$ cat src/verilog/fctirq_pkg.sv
// fctirq_pkg: constants shared by the fixed-cycle timer block
package fctirq_pkg;
   // ****************************************************************
   // Overview of operation
   // RULE_01 - select bits pick 4096, 64, 1, 1/60 Hz
   // RULE_02 - pin release time follows the source setting
   // RULE_03 - minute source uses timekeeping minute update
   // RULE_04 - one-second source uses its own divider
   // RULE_05 - reload count is eight bits, one to 255
   // RULE_06 - tick decrements; one-to-zero sets the flag
   // RULE_07 - run rising loads the reload count
   // RULE_08 - running count is never readable
   // RULE_09 - run cleared halts ticks and events
   // RULE_10 - software clears flag before starting single-shot
   // RULE_11 - event sets flag, drives pin if enabled
   // RULE_12 - writing flag zero clears; one is ignored
   // RULE_13 - flag sticky; run clear keeps flag and pin (code drops the repeated-mode pulse on run clear)
   // RULE_14 - with flag set, pin follows interrupt enable
   // RULE_15 - enable low at event keeps pin released
   // RULE_16 - counting starts at the run-setting write edge
   // RULE_17 - first interval may be one period short
   // RULE_18 - single-shot gives one event then stops
   // RULE_19 - single-shot pin released once flag cleared
   // RULE_20 - mode bit: zero single-shot, one repeated
   // RULE_21 - repeated mode reloads after each event
   // RULE_22 - repeated mode pin low for release time
   // RULE_23 - reload value zero never produces an event
   // ****************************************************************

   // ****************************************************************
   // clock and timing
   // ****************************************************************
   localparam int unsigned CLK_PERIOD_NS = 25;
   localparam int unsigned RTN_FAST_US = 122;
   localparam int unsigned RTN_SLOW_US = 7813;
   // longest times: round down to whole cycles
   localparam int unsigned RTN_FAST_CYC = (RTN_FAST_US * 1000) / CLK_PERIOD_NS;
   localparam int unsigned RTN_SLOW_CYC = (RTN_SLOW_US * 1000) / CLK_PERIOD_NS;
   localparam int unsigned RTN_CNT_W = 19;

   // ****************************************************************
   // oscillator divider taps (counts of 32768 Hz edges)
   // ****************************************************************
   localparam int unsigned PRE_W = 15;
   localparam logic [14:0] PRE_4096_MASK = 15'h0007;
   localparam logic [14:0] PRE_64_MASK = 15'h01FF;
   localparam logic [14:0] PRE_1_MASK = 15'h7FFF;

   // ****************************************************************
   // source select codes
   // ****************************************************************
   typedef logic [1:0] fctirq_src_t;
   localparam fctirq_src_t SRC_4096HZ = 2'h0;
   localparam fctirq_src_t SRC_64HZ = 2'h1;
   localparam fctirq_src_t SRC_1HZ = 2'h2;
   localparam fctirq_src_t SRC_1MIN = 2'h3;

   // ****************************************************************
   // register indexes (byte address = index * 4) and fields
   // ****************************************************************
   localparam logic [3:0] REG_SETUP_IDX = 4'hC;
   localparam logic [3:0] REG_RELOAD_IDX = 4'hD;
   localparam logic [3:0] REG_CTRL_IDX = 4'hE;
   localparam logic [3:0] REG_STATUS_IDX = 4'hB;
   localparam int unsigned SETUP_RUN_BIT = 7;
   localparam int unsigned SETUP_SRC_HI_BIT = 5;
   localparam int unsigned SETUP_SRC_LO_BIT = 4;
   localparam int unsigned CTRL_REPEAT_BIT = 4;
   localparam int unsigned CTRL_FLAG_BIT = 2;
   localparam int unsigned CTRL_IE_BIT = 0;
   localparam int unsigned STAT_DRIVE_BIT = 0;
   localparam int unsigned STAT_RUN_BIT = 1;
   localparam int unsigned STAT_PIN_BIT = 2;
   localparam logic [7:0] RELOAD_RST = 8'h00;
   localparam logic [31:0] RDATA_ZERO = 32'h0000_0000;
endpackage : fctirq_pkg

$ cat src/verilog/fctirq_tick_if.sv
// fctirq_tick_if: source select and tick between timer core and divider
interface fctirq_tick_if;
   fctirq_pkg::fctirq_src_t sel;
   logic tick;
   modport gen (input sel, output tick);
   modport user (output sel, input tick);
endinterface : fctirq_tick_if

$ cat src/verilog/fctirq_tick_gen.sv
// fctirq_tick_gen: oscillator divider producing the countdown source ticks
module fctirq_tick_gen (
   input wire logic clk,
   input wire logic reset,
   input wire logic osc_32k,
   input wire logic minute_update,
   fctirq_tick_if.gen tk
);
   import fctirq_pkg::*;

   logic osc_s1_q;
   logic osc_s2_q;
   logic osc_s3_q;
   logic osc_rise;
   logic [PRE_W-1:0] pre_q;
   logic tick_q;

   // ****************************************************************
   // oscillator synchroniser
   // ****************************************************************
   // two flops before use, third only for the edge detect
   always_ff @(posedge clk) begin
      if (reset) begin
         osc_s1_q <= 1'b0;
         osc_s2_q <= 1'b0;
         osc_s3_q <= 1'b0;
      end else begin
         osc_s1_q <= osc_32k;
         osc_s2_q <= osc_s1_q;
         osc_s3_q <= osc_s2_q;
      end
   end
   assign osc_rise = osc_s2_q & ~osc_s3_q;

   // ****************************************************************
   // free-running divider
   // ****************************************************************
   // never restarted by the timer, so the first interval can be short
   always_ff @(posedge clk) begin
      if (reset) begin
         pre_q <= '0;
      end else if (osc_rise) begin
         pre_q <= pre_q + 15'h0001; // RULE_17
      end
   end

   // tick selection, one clk wide
   always_ff @(posedge clk) begin
      if (reset) begin
         tick_q <= 1'b0;
      end else begin
         unique case (tk.sel)
            SRC_4096HZ: tick_q <= osc_rise && ((pre_q & PRE_4096_MASK) == PRE_4096_MASK); // RULE_01
            SRC_64HZ: tick_q <= osc_rise && ((pre_q & PRE_64_MASK) == PRE_64_MASK); // RULE_01
            SRC_1HZ: tick_q <= osc_rise && (pre_q == PRE_1_MASK); // RULE_04
            SRC_1MIN: tick_q <= minute_update; // RULE_03
         endcase
      end
   end
   assign tk.tick = tick_q;
endmodule : fctirq_tick_gen

$ cat src/verilog/fctirq_timer.sv
// fctirq_timer: fixed-cycle countdown timer with open-drain interrupt pin
module fctirq_timer #(
   parameter int unsigned RTN_FAST_CYC = fctirq_pkg::RTN_FAST_CYC,
   parameter int unsigned RTN_SLOW_CYC = fctirq_pkg::RTN_SLOW_CYC
) (
   input wire logic clk,
   input wire logic reset,
   input wire logic osc_32k,
   input wire logic minute_update,
   input wire logic [5:0] avs_address,
   input wire logic avs_read,
   input wire logic avs_write,
   input wire logic [31:0] avs_writedata,
   input wire logic [3:0] avs_byteenable,
   output logic [31:0] avs_readdata,
   output logic avs_waitrequest,
   input wire logic timer_irq_n_i,
   output logic timer_irq_n_o,
   output logic timer_irq_n_oe_n
);
   import fctirq_pkg::*;

   // ****************************************************************
   // declarations
   // ****************************************************************
   typedef enum logic [1:0] {
      ST_IDLE,
      ST_COUNT,
      ST_DONE
   } fctirq_state_t;

   fctirq_state_t state_q;
   fctirq_tick_if tk ();

   // bus slave
   logic wait_q;
   logic [31:0] rdata_q;
   logic [3:0] idx;
   logic req;
   logic wr_go;
   logic wr_lane0;
   logic wr_setup;
   logic wr_reload;
   logic wr_ctrl;

   // software visible settings
   logic timer_run_q;
   logic src_sel_hi_q;
   logic src_sel_lo_q;
   logic [7:0] reload_q;
   logic timer_repeat_select_q;
   logic timer_irq_enable_q;
   logic timer_event_flag_q;

   // countdown state
   logic [7:0] cnt_q;
   logic run_rise;
   logic run_fall;
   logic event_hit;

   // pin control
   logic pulse_q;
   logic [RTN_CNT_W-1:0] rtn_cnt_q;
   logic [RTN_CNT_W-1:0] rtn_load;
   logic drive_d;
   logic drive_q;
   logic pin_s1_q;
   logic pin_s2_q;

   // ****************************************************************
   // source tick divider
   // ****************************************************************
   assign tk.sel = {src_sel_hi_q, src_sel_lo_q}; // RULE_01

   fctirq_tick_gen u_tick_gen (
      .clk(clk),
      .reset(reset),
      .osc_32k(osc_32k),
      .minute_update(minute_update),
      .tk(tk)
   );

   // ****************************************************************
   // register bus slave
   // ****************************************************************
   // byte address, one word per register
   assign idx = avs_address[5:2];
   assign req = avs_read | avs_write;
   // a write lands on the edge where waitrequest is seen low
   assign wr_go = avs_write & ~wait_q;
   assign wr_lane0 = wr_go & avs_byteenable[0];
   assign wr_setup = wr_lane0 && (idx == REG_SETUP_IDX);
   assign wr_reload = wr_lane0 && (idx == REG_RELOAD_IDX);
   assign wr_ctrl = wr_lane0 && (idx == REG_CTRL_IDX);

   // one wait cycle per access, then a single ready cycle
   always_ff @(posedge clk) begin
      if (reset) begin
         wait_q <= 1'b1;
      end else if (!wait_q) begin
         wait_q <= 1'b1;
      end else if (req) begin
         wait_q <= 1'b0;
      end
   end
   assign avs_waitrequest = wait_q;

   // read data captured in the wait cycle, unmapped reads give zero
   always_ff @(posedge clk) begin
      if (reset) begin
         rdata_q <= RDATA_ZERO;
      end else if (avs_read && wait_q) begin
         rdata_q <= RDATA_ZERO;
         unique case (idx)
            REG_SETUP_IDX: begin
               rdata_q[SETUP_RUN_BIT] <= timer_run_q;
               rdata_q[SETUP_SRC_HI_BIT] <= src_sel_hi_q;
               rdata_q[SETUP_SRC_LO_BIT] <= src_sel_lo_q;
            end
            // the preset is returned, never the live count
            REG_RELOAD_IDX: rdata_q[7:0] <= reload_q; // RULE_08
            REG_CTRL_IDX: begin
               rdata_q[CTRL_REPEAT_BIT] <= timer_repeat_select_q;
               rdata_q[CTRL_FLAG_BIT] <= timer_event_flag_q;
               rdata_q[CTRL_IE_BIT] <= timer_irq_enable_q;
            end
            REG_STATUS_IDX: begin
               rdata_q[STAT_DRIVE_BIT] <= drive_q;
               rdata_q[STAT_RUN_BIT] <= (state_q == ST_COUNT);
               rdata_q[STAT_PIN_BIT] <= pin_s2_q;
            end
            default: rdata_q <= RDATA_ZERO;
         endcase
      end
   end
   assign avs_readdata = rdata_q;

   // ****************************************************************
   // setup register
   // ****************************************************************
   always_ff @(posedge clk) begin
      if (reset) begin
         timer_run_q <= 1'b0;
         src_sel_hi_q <= 1'b0;
         src_sel_lo_q <= 1'b0;
      end else if (wr_setup) begin
         timer_run_q <= avs_writedata[SETUP_RUN_BIT];
         src_sel_hi_q <= avs_writedata[SETUP_SRC_HI_BIT];
         src_sel_lo_q <= avs_writedata[SETUP_SRC_LO_BIT];
      end
   end

   // start and stop are taken from the write itself, same edge
   assign run_rise = wr_setup & ~timer_run_q & avs_writedata[SETUP_RUN_BIT]; // RULE_16
   assign run_fall = wr_setup & timer_run_q & ~avs_writedata[SETUP_RUN_BIT];

   // ****************************************************************
   // reload count register
   // ****************************************************************
   // any eight-bit value is stored; zero is handled by the counter
   always_ff @(posedge clk) begin
      if (reset) begin
         reload_q <= RELOAD_RST;
      end else if (wr_reload) begin
         reload_q <= avs_writedata[7:0]; // RULE_05
      end
   end

   // ****************************************************************
   // control register: mode and interrupt enable
   // ****************************************************************
   always_ff @(posedge clk) begin
      if (reset) begin
         timer_repeat_select_q <= 1'b0;
         timer_irq_enable_q <= 1'b0;
      end else if (wr_ctrl) begin
         timer_repeat_select_q <= avs_writedata[CTRL_REPEAT_BIT]; // RULE_20
         timer_irq_enable_q <= avs_writedata[CTRL_IE_BIT];
      end
   end

   // ****************************************************************
   // countdown state machine
   // ****************************************************************
   // a zero preset never reaches the one-to-zero step
   assign event_hit = (state_q == ST_COUNT) && tk.tick && (cnt_q == 8'h01); // RULE_06 RULE_23

   always_ff @(posedge clk) begin
      if (reset) begin
         state_q <= ST_IDLE;
         cnt_q <= 8'h00;
      end else if (run_rise) begin
         state_q <= ST_COUNT; // RULE_07
         cnt_q <= reload_q; // RULE_07
      end else if (run_fall) begin
         state_q <= ST_IDLE; // RULE_09
      end else begin
         unique case (state_q)
            ST_IDLE: begin
               state_q <= ST_IDLE;
            end
            ST_COUNT: begin
               if (event_hit && timer_repeat_select_q) begin
                  cnt_q <= reload_q; // RULE_21
               end else if (event_hit) begin
                  cnt_q <= 8'h00;
                  state_q <= ST_DONE; // RULE_18
               end else if (tk.tick && (cnt_q != 8'h00)) begin
                  cnt_q <= cnt_q - 8'h01; // RULE_06
               end
            end
            // single-shot finished: wait for a fresh start
            ST_DONE: begin
               state_q <= ST_DONE; // RULE_18
            end
         endcase
      end
   end

   // ****************************************************************
   // event flag
   // ****************************************************************
   // set beats clear; writing one is ignored
   always_ff @(posedge clk) begin
      if (reset) begin
         timer_event_flag_q <= 1'b0;
      end else if (event_hit) begin
         timer_event_flag_q <= 1'b1; // RULE_11
      end else if (wr_ctrl && !avs_writedata[CTRL_FLAG_BIT]) begin
         timer_event_flag_q <= 1'b0; // RULE_12
      end
   end

   // ****************************************************************
   // repeated-mode release pulse
   // ****************************************************************
   // release time follows the source at the event
   assign rtn_load = (tk.sel == SRC_4096HZ) ? RTN_CNT_W'(RTN_FAST_CYC)
                                            : RTN_CNT_W'(RTN_SLOW_CYC); // RULE_02

   always_ff @(posedge clk) begin
      if (reset) begin
         pulse_q <= 1'b0;
         rtn_cnt_q <= '0;
      end else if (event_hit && timer_repeat_select_q && timer_irq_enable_q) begin
         pulse_q <= 1'b1; // RULE_22
         rtn_cnt_q <= rtn_load; // RULE_02
      end else if (run_fall || !timer_irq_enable_q || !timer_repeat_select_q) begin
         // stop, disable or mode change drop it
         pulse_q <= 1'b0;
         rtn_cnt_q <= '0;
      end else if (pulse_q && (rtn_cnt_q <= RTN_CNT_W'(1))) begin
         pulse_q <= 1'b0; // RULE_22
         rtn_cnt_q <= '0;
      end else if (pulse_q) begin
         rtn_cnt_q <= rtn_cnt_q - RTN_CNT_W'(1);
      end
   end

   // ****************************************************************
   // interrupt pin drive
   // ****************************************************************
   // single-shot: level follows flag and enable, run bit has no say
   always_comb begin
      if (timer_repeat_select_q) begin
         drive_d = pulse_q & timer_irq_enable_q; // RULE_22
      end else begin
         drive_d = timer_event_flag_q & timer_irq_enable_q; // RULE_13 RULE_14 RULE_15 RULE_19
      end
   end

   // pin driven low while the active-low enable is low
   always_ff @(posedge clk) begin
      if (reset) begin
         drive_q <= 1'b0;
         timer_irq_n_oe_n <= 1'b1;
         timer_irq_n_o <= 1'b0;
      end else begin
         drive_q <= drive_d;
         timer_irq_n_oe_n <= ~drive_d; // RULE_11
         timer_irq_n_o <= 1'b0;
      end
   end

   // ****************************************************************
   // pin level readback
   // ****************************************************************
   // the wired line is outside our clock, so it is synchronised
   always_ff @(posedge clk) begin
      if (reset) begin
         pin_s1_q <= 1'b1;
         pin_s2_q <= 1'b1;
      end else begin
         pin_s1_q <= timer_irq_n_i;
         pin_s2_q <= pin_s1_q;
      end
   end
endmodule : fctirq_timer

$ cat config.mk
export PLATFORM = sky130hd
export DESIGN_NAME = fctirq_timer
export DESIGN_NICKNAME = d
export VERILOG_FILES = /design/src/verilog/fctirq_pkg.sv /design/src/verilog/fctirq_tick_if.sv /design/src/verilog/fctirq_tick_gen.sv /design/src/verilog/fctirq_timer.sv
export SDC_FILE = /design/constraint.sdc
export NUM_CORES = 1
export LEC_CHECK = 0
export BUFFER_PORTS_ARGS = -buffer_cell sky130_fd_sc_hd__clkbuf_2
export CAP_MARGIN = 25
export CORE_UTILIZATION = 61
export CTS_BUF_LIST = sky130_fd_sc_hd__clkbuf_4 sky130_fd_sc_hd__clkbuf_8
export DETAILED_ROUTE_END_ITERATION = 10
export PLACE_DENSITY = 0.84
export SLEW_MARGIN = 0
export SYNTH_ARGS = -nofsm -noshare
export SYNTH_HDL_FRONTEND = slang
export SYNTH_SLANG_ARGS = --single-unit
$ cat constraint.sdc
create_clock -name clk -period 4.4 [get_ports clk]
set_input_delay 0.88 -clock clk [delete_from_list [all_inputs] [get_ports clk]]
set_output_delay 0.88 -clock clk [all_outputs]
set_load 0.02 [all_outputs]
==> metrics.log <==
[metrics] CTS root buffer: sky130_fd_sc_hd__clkbuf_8
[metrics] count of max-cap constraint violations: 0
[metrics] post-synthesis register bit count: 76
[metrics] die span in y: 82.4 um
[metrics] share of post-route cells with drive strength above 1: between 10 and 15%
[metrics] Reg-to-Reg Start: cnt_q[1]
[metrics] largest cells by area after synthesis: sky130_fd_sc_hd__dfxtp_1, sky130_fd_sc_hd__nor2_1, sky130_fd_sc_hd__buf_4
[metrics] kind of launch point of the worst setup path: input port
[metrics] clock latency at the later pin of the worst-skew pair: between 0.3 and 0.4 ns
[metrics] leading register cell type out of synthesis: sky130_fd_sc_hd__dfxtp_1
[metrics] Via Count: about 3500
[metrics] clk sinks: 76
[metrics] Seq. cell area: about 1500 um^2
[metrics] full die area: roughly 6800 um^2
[metrics] fillcell total: 486
[metrics] first-pass GRT wire length: 14400 um
[metrics] CP required: 4.69 ns
[metrics] RSZ-0062 raised after global routing: false
[metrics] Port Buffer Count: 29
[metrics] synthesized area divided by synthesized cell count: approximately 8.4 um^2
[metrics] final net count: 557
[metrics] proportion of netlist area held by the largest area contributor: 38.6%
[metrics] number of enable flip-flop cells after synthesis: 0
[metrics] antenna diode instance count: 0
[metrics] die span in x: between 80 and 90 um
[metrics] Pwr per Cell Area: 297 nW/um^2
[metrics] endpoint class of the critical path: flip-flop
[metrics] DRT Wirelength: between 8000 and 9000 um
[metrics] Rel. slew slack: roughly 27%
[metrics] via count of the first global-routing pass: between 3000 and 4000
[metrics] maximum clock frequency: roughly 390 MHz
[metrics] post-route antenna net violation count: 0
[metrics] CTS tree: built
[metrics] startpoint of the worst hold path: pin_s1_q
[metrics] floorplan core area: 6060 um^2
[metrics] worst hold stages: 1
[metrics] average via count per standard cell: 6.03
[metrics] post-place setup slack: roughly 1.5 ns
[metrics] cell count after placement: between 500 and 600
[metrics] number of setup violations in the final report: 0
[metrics] routability congestion estimate from global placement: about 0.9
[metrics] number of buffers added by the clock tree synthesis step: 9
[metrics] count of synthesis-stage warnings from yosys: 0
[metrics] count of unique library cells instantiated by Yosys: between 50 and 60
[metrics] area of the multi-input gates: 2210 um^2
[metrics] Final TNS setup: 0 ns
[metrics] outcome: complete, no violations
[metrics] Total GRT Usage: between 20% and 30%
[metrics] combined area of all synthesized cells: about 4000 um^2
[metrics] sequential fraction of the synthesis area: between 30% and 40%
[metrics] Routed wire per std cell: ~15 um
[metrics] register-to-register setup slack: just under 2 ns
[metrics] final setup skew: 0.00919 ns
[metrics] Final HPWL DP: roughly 6000 um
[metrics] layout-stage area growth over the synthesis result: 6.92%
[metrics] final worst-path setup slack: ~1.8 ns
[metrics] non-filler instance count after layout: roughly 580
[metrics] number of standard-cell rows in the floorplan: 28
[metrics] Final Core Density: between 60% and 70%
[metrics] iteration-0 DRC count of the detailed router: slightly above 300
[metrics] Final Slew Violations: 0
[metrics] Worst EP arrival: between 2 and 3 ns
[metrics] number of cells upsized or downsized after cts: 0
[metrics] effective utilization at floorplan: 65.0%
[metrics] critical register-to-register path endpoint: rtn_cnt_q[9]
[metrics] number of hold buffers added after cts: 0
[metrics] biggest area consumer among synthesized cells: sky130_fd_sc_hd__dfxtp_1
[metrics] most instantiated library cell after synthesis: sky130_fd_sc_hd__dfxtp_1
[metrics] Final Critical Period: about 2.6 ns
[metrics] number of H-tree levels: 3
[metrics] Hold Fails Final Rpt: 0
[metrics] detailed-router iteration count before antenna repair: 5
[metrics] share of flip-flops with an asynchronous set or reset: 0%
[metrics] maximum net fanout on the critical path: 8
[metrics] num ports: 84
[metrics] period utilization: approximately three fifths
[metrics] worst reg2reg path depth: 8
[metrics] Max Root-Sink Buffers: 2
[metrics] Tightest Pin Transition: roughly 1.1 ns
[metrics] Mapped Cells: ~470
[metrics] clock edge transition at the registers on the reported setup and hold paths: around 0.08 ns
[metrics] critical path class: input port to flip-flop
[metrics] final total power: between 0.001 and 0.0015 W
[metrics] LEAKAGE: approximately 1.6 nW
[metrics] maximum number of pins on one net before global-route repair: between 40 and 50
[metrics] maximum vdd ir drop: roughly 280 uV
[metrics] post-CTS setup buffers: 0
[metrics] hold path endpoint: pin_s2_q
[metrics] total gr overflow: 0
[metrics] post-detailed-route DRC marker count: 0
[metrics] number of antenna violations at the first check in global routing: 0
[metrics] type of the tightest min-delay check: flip-flop to flip-flop
[metrics] top cells by instance count after synthesis: sky130_fd_sc_hd__dfxtp_1, sky130_fd_sc_hd__nor2_1, sky130_fd_sc_hd__nand2_1
==> how the worst max path moves through the flow <==
| stage | start | end | slack [ns] | cells after the start |
|---|---|---|---|---|
| 2_1_floorplan | avs_address[5] | reload_q[7] | 2.05 | 6 |
| 3_3_place_gp | avs_address[2] | rtn_cnt_q[5] | 1.61 | 7 |
| 3_5_place_dp | avs_address[2] | rtn_cnt_q[9] | 1.52 | 7 |
| 4_1_cts | avs_address[2] | rtn_cnt_q[9] | 1.89 | 7 |
| 5_1_grt | avs_address[2] | rtn_cnt_q[11] | 1.70 | 7 |
| 6_report | avs_address[2] | rtn_cnt_q[9] | 1.81 | 7 |
==> kinds of logic (layout without fill, tap and decap cells) <==
| logic type | count (synthesis) | count (layout) | share of synthesized area (%) |
|---|---|---|---|
| and+or+nand+nor | 203 | 203 | 26.1 |
| xor gates and xnor gates | 19 | 19 | 4.22 |
| other | 1 | 25 | 0.0952 |
| muxes | 14 | 14 | 3.62 |
| AOI/OAI and AO/OA | 89 | 89 | 15.5 |
| adders and majority gates | 13 | 13 | 4.13 |
| DFF | 76 | 76 | 38.6 |
| buffers and inverters | 54 | 61 | 7.69 |
==> layout make-up <==
class                      instances  share of cell area [%]
clock buffer                       9                    2.94
clock inverter                     7                    1.22
sequential                        76                    36.1
inverter                          13                    1.16
timing repair buffer              32                    3.98
tap                               75                    2.23
multi-input combinational        363                    52.4
==> stage by stage <==
stage               area (um^2)  hold WS (ns)
finish                     4210         0.427
global route               4210         0.450
CTS                        4210         0.435
detailed placement         4040         0.414
global placement           4040         0.391
floorplan                  4030         0.389
==> critical path: stages <==
cell                        delay (ns)
sky130_fd_sc_hd__clkbuf_2         0.12
sky130_fd_sc_hd__nand4bb_1        0.30
sky130_fd_sc_hd__nor2_2           0.16
sky130_fd_sc_hd__a21o_2           0.27
sky130_fd_sc_hd__nor4b_2          0.73
sky130_fd_sc_hd__a32oi_1          0.23
sky130_fd_sc_hd__a21oi_1          0.19
==> layout by cell type, fill, tap and decap left out, types with 4 or more instances in the layout <==
cell	Yosys	final
sky130_fd_sc_hd__dfxtp_1	76	76
sky130_fd_sc_hd__nor2_1	62	62
sky130_fd_sc_hd__nand2_1	39	39
sky130_fd_sc_hd__clkbuf_2	0	29
sky130_fd_sc_hd__conb_1	1	25
sky130_fd_sc_hd__nor3_1	24	24
sky130_fd_sc_hd__a21oi_1	24	24
sky130_fd_sc_hd__o21ai_0	21	21
sky130_fd_sc_hd__nand3_1	19	19
sky130_fd_sc_hd__inv_1	13	13
sky130_fd_sc_hd__ha_1	13	13
sky130_fd_sc_hd__a221oi_1	12	12
sky130_fd_sc_hd__mux2i_1	12	12
sky130_fd_sc_hd__xor2_1	12	12
sky130_fd_sc_hd__nor2b_1	10	10
sky130_fd_sc_hd__clkbuf_8	0	9
sky130_fd_sc_hd__xnor2_1	7	7
sky130_fd_sc_hd__nor4_1	6	6
sky130_fd_sc_hd__or3_1	6	6
sky130_fd_sc_hd__nand4_1	6	6
sky130_fd_sc_hd__clkinvlp_4	0	5
sky130_fd_sc_hd__a32o_1	4	4
sky130_fd_sc_hd__o31ai_1	4	4
==> report_power, final <==
part           internal (W)  switching, W
Clock              0.000205      0.000275
Combinational     0.0000191     0.0000536
Sequential         0.000694    0.00000416
==> sequential cells by signal, indices dropped and copies added (netlist names), 2 cells and up <==
signal / cells
u_tick_gen.pre_q: 15
cnt_q: 8
rtn_cnt_q: 19
avs_readdata: 8
state_q: 2
reload_q: 8
==> layer usage <==
metal  wire (um)  track usage, %  part of all wire, %  up-vias
li1            -               -                    -     1683
met5           0               0                    0        -
met1        3890            35.7                   45     1615
met3         596            5.38                  6.9       21
met4         136            12.3                  1.6        0
met2        3980            45.8                   46      147
No activity file was read; power rests on OpenSTA's default activity.
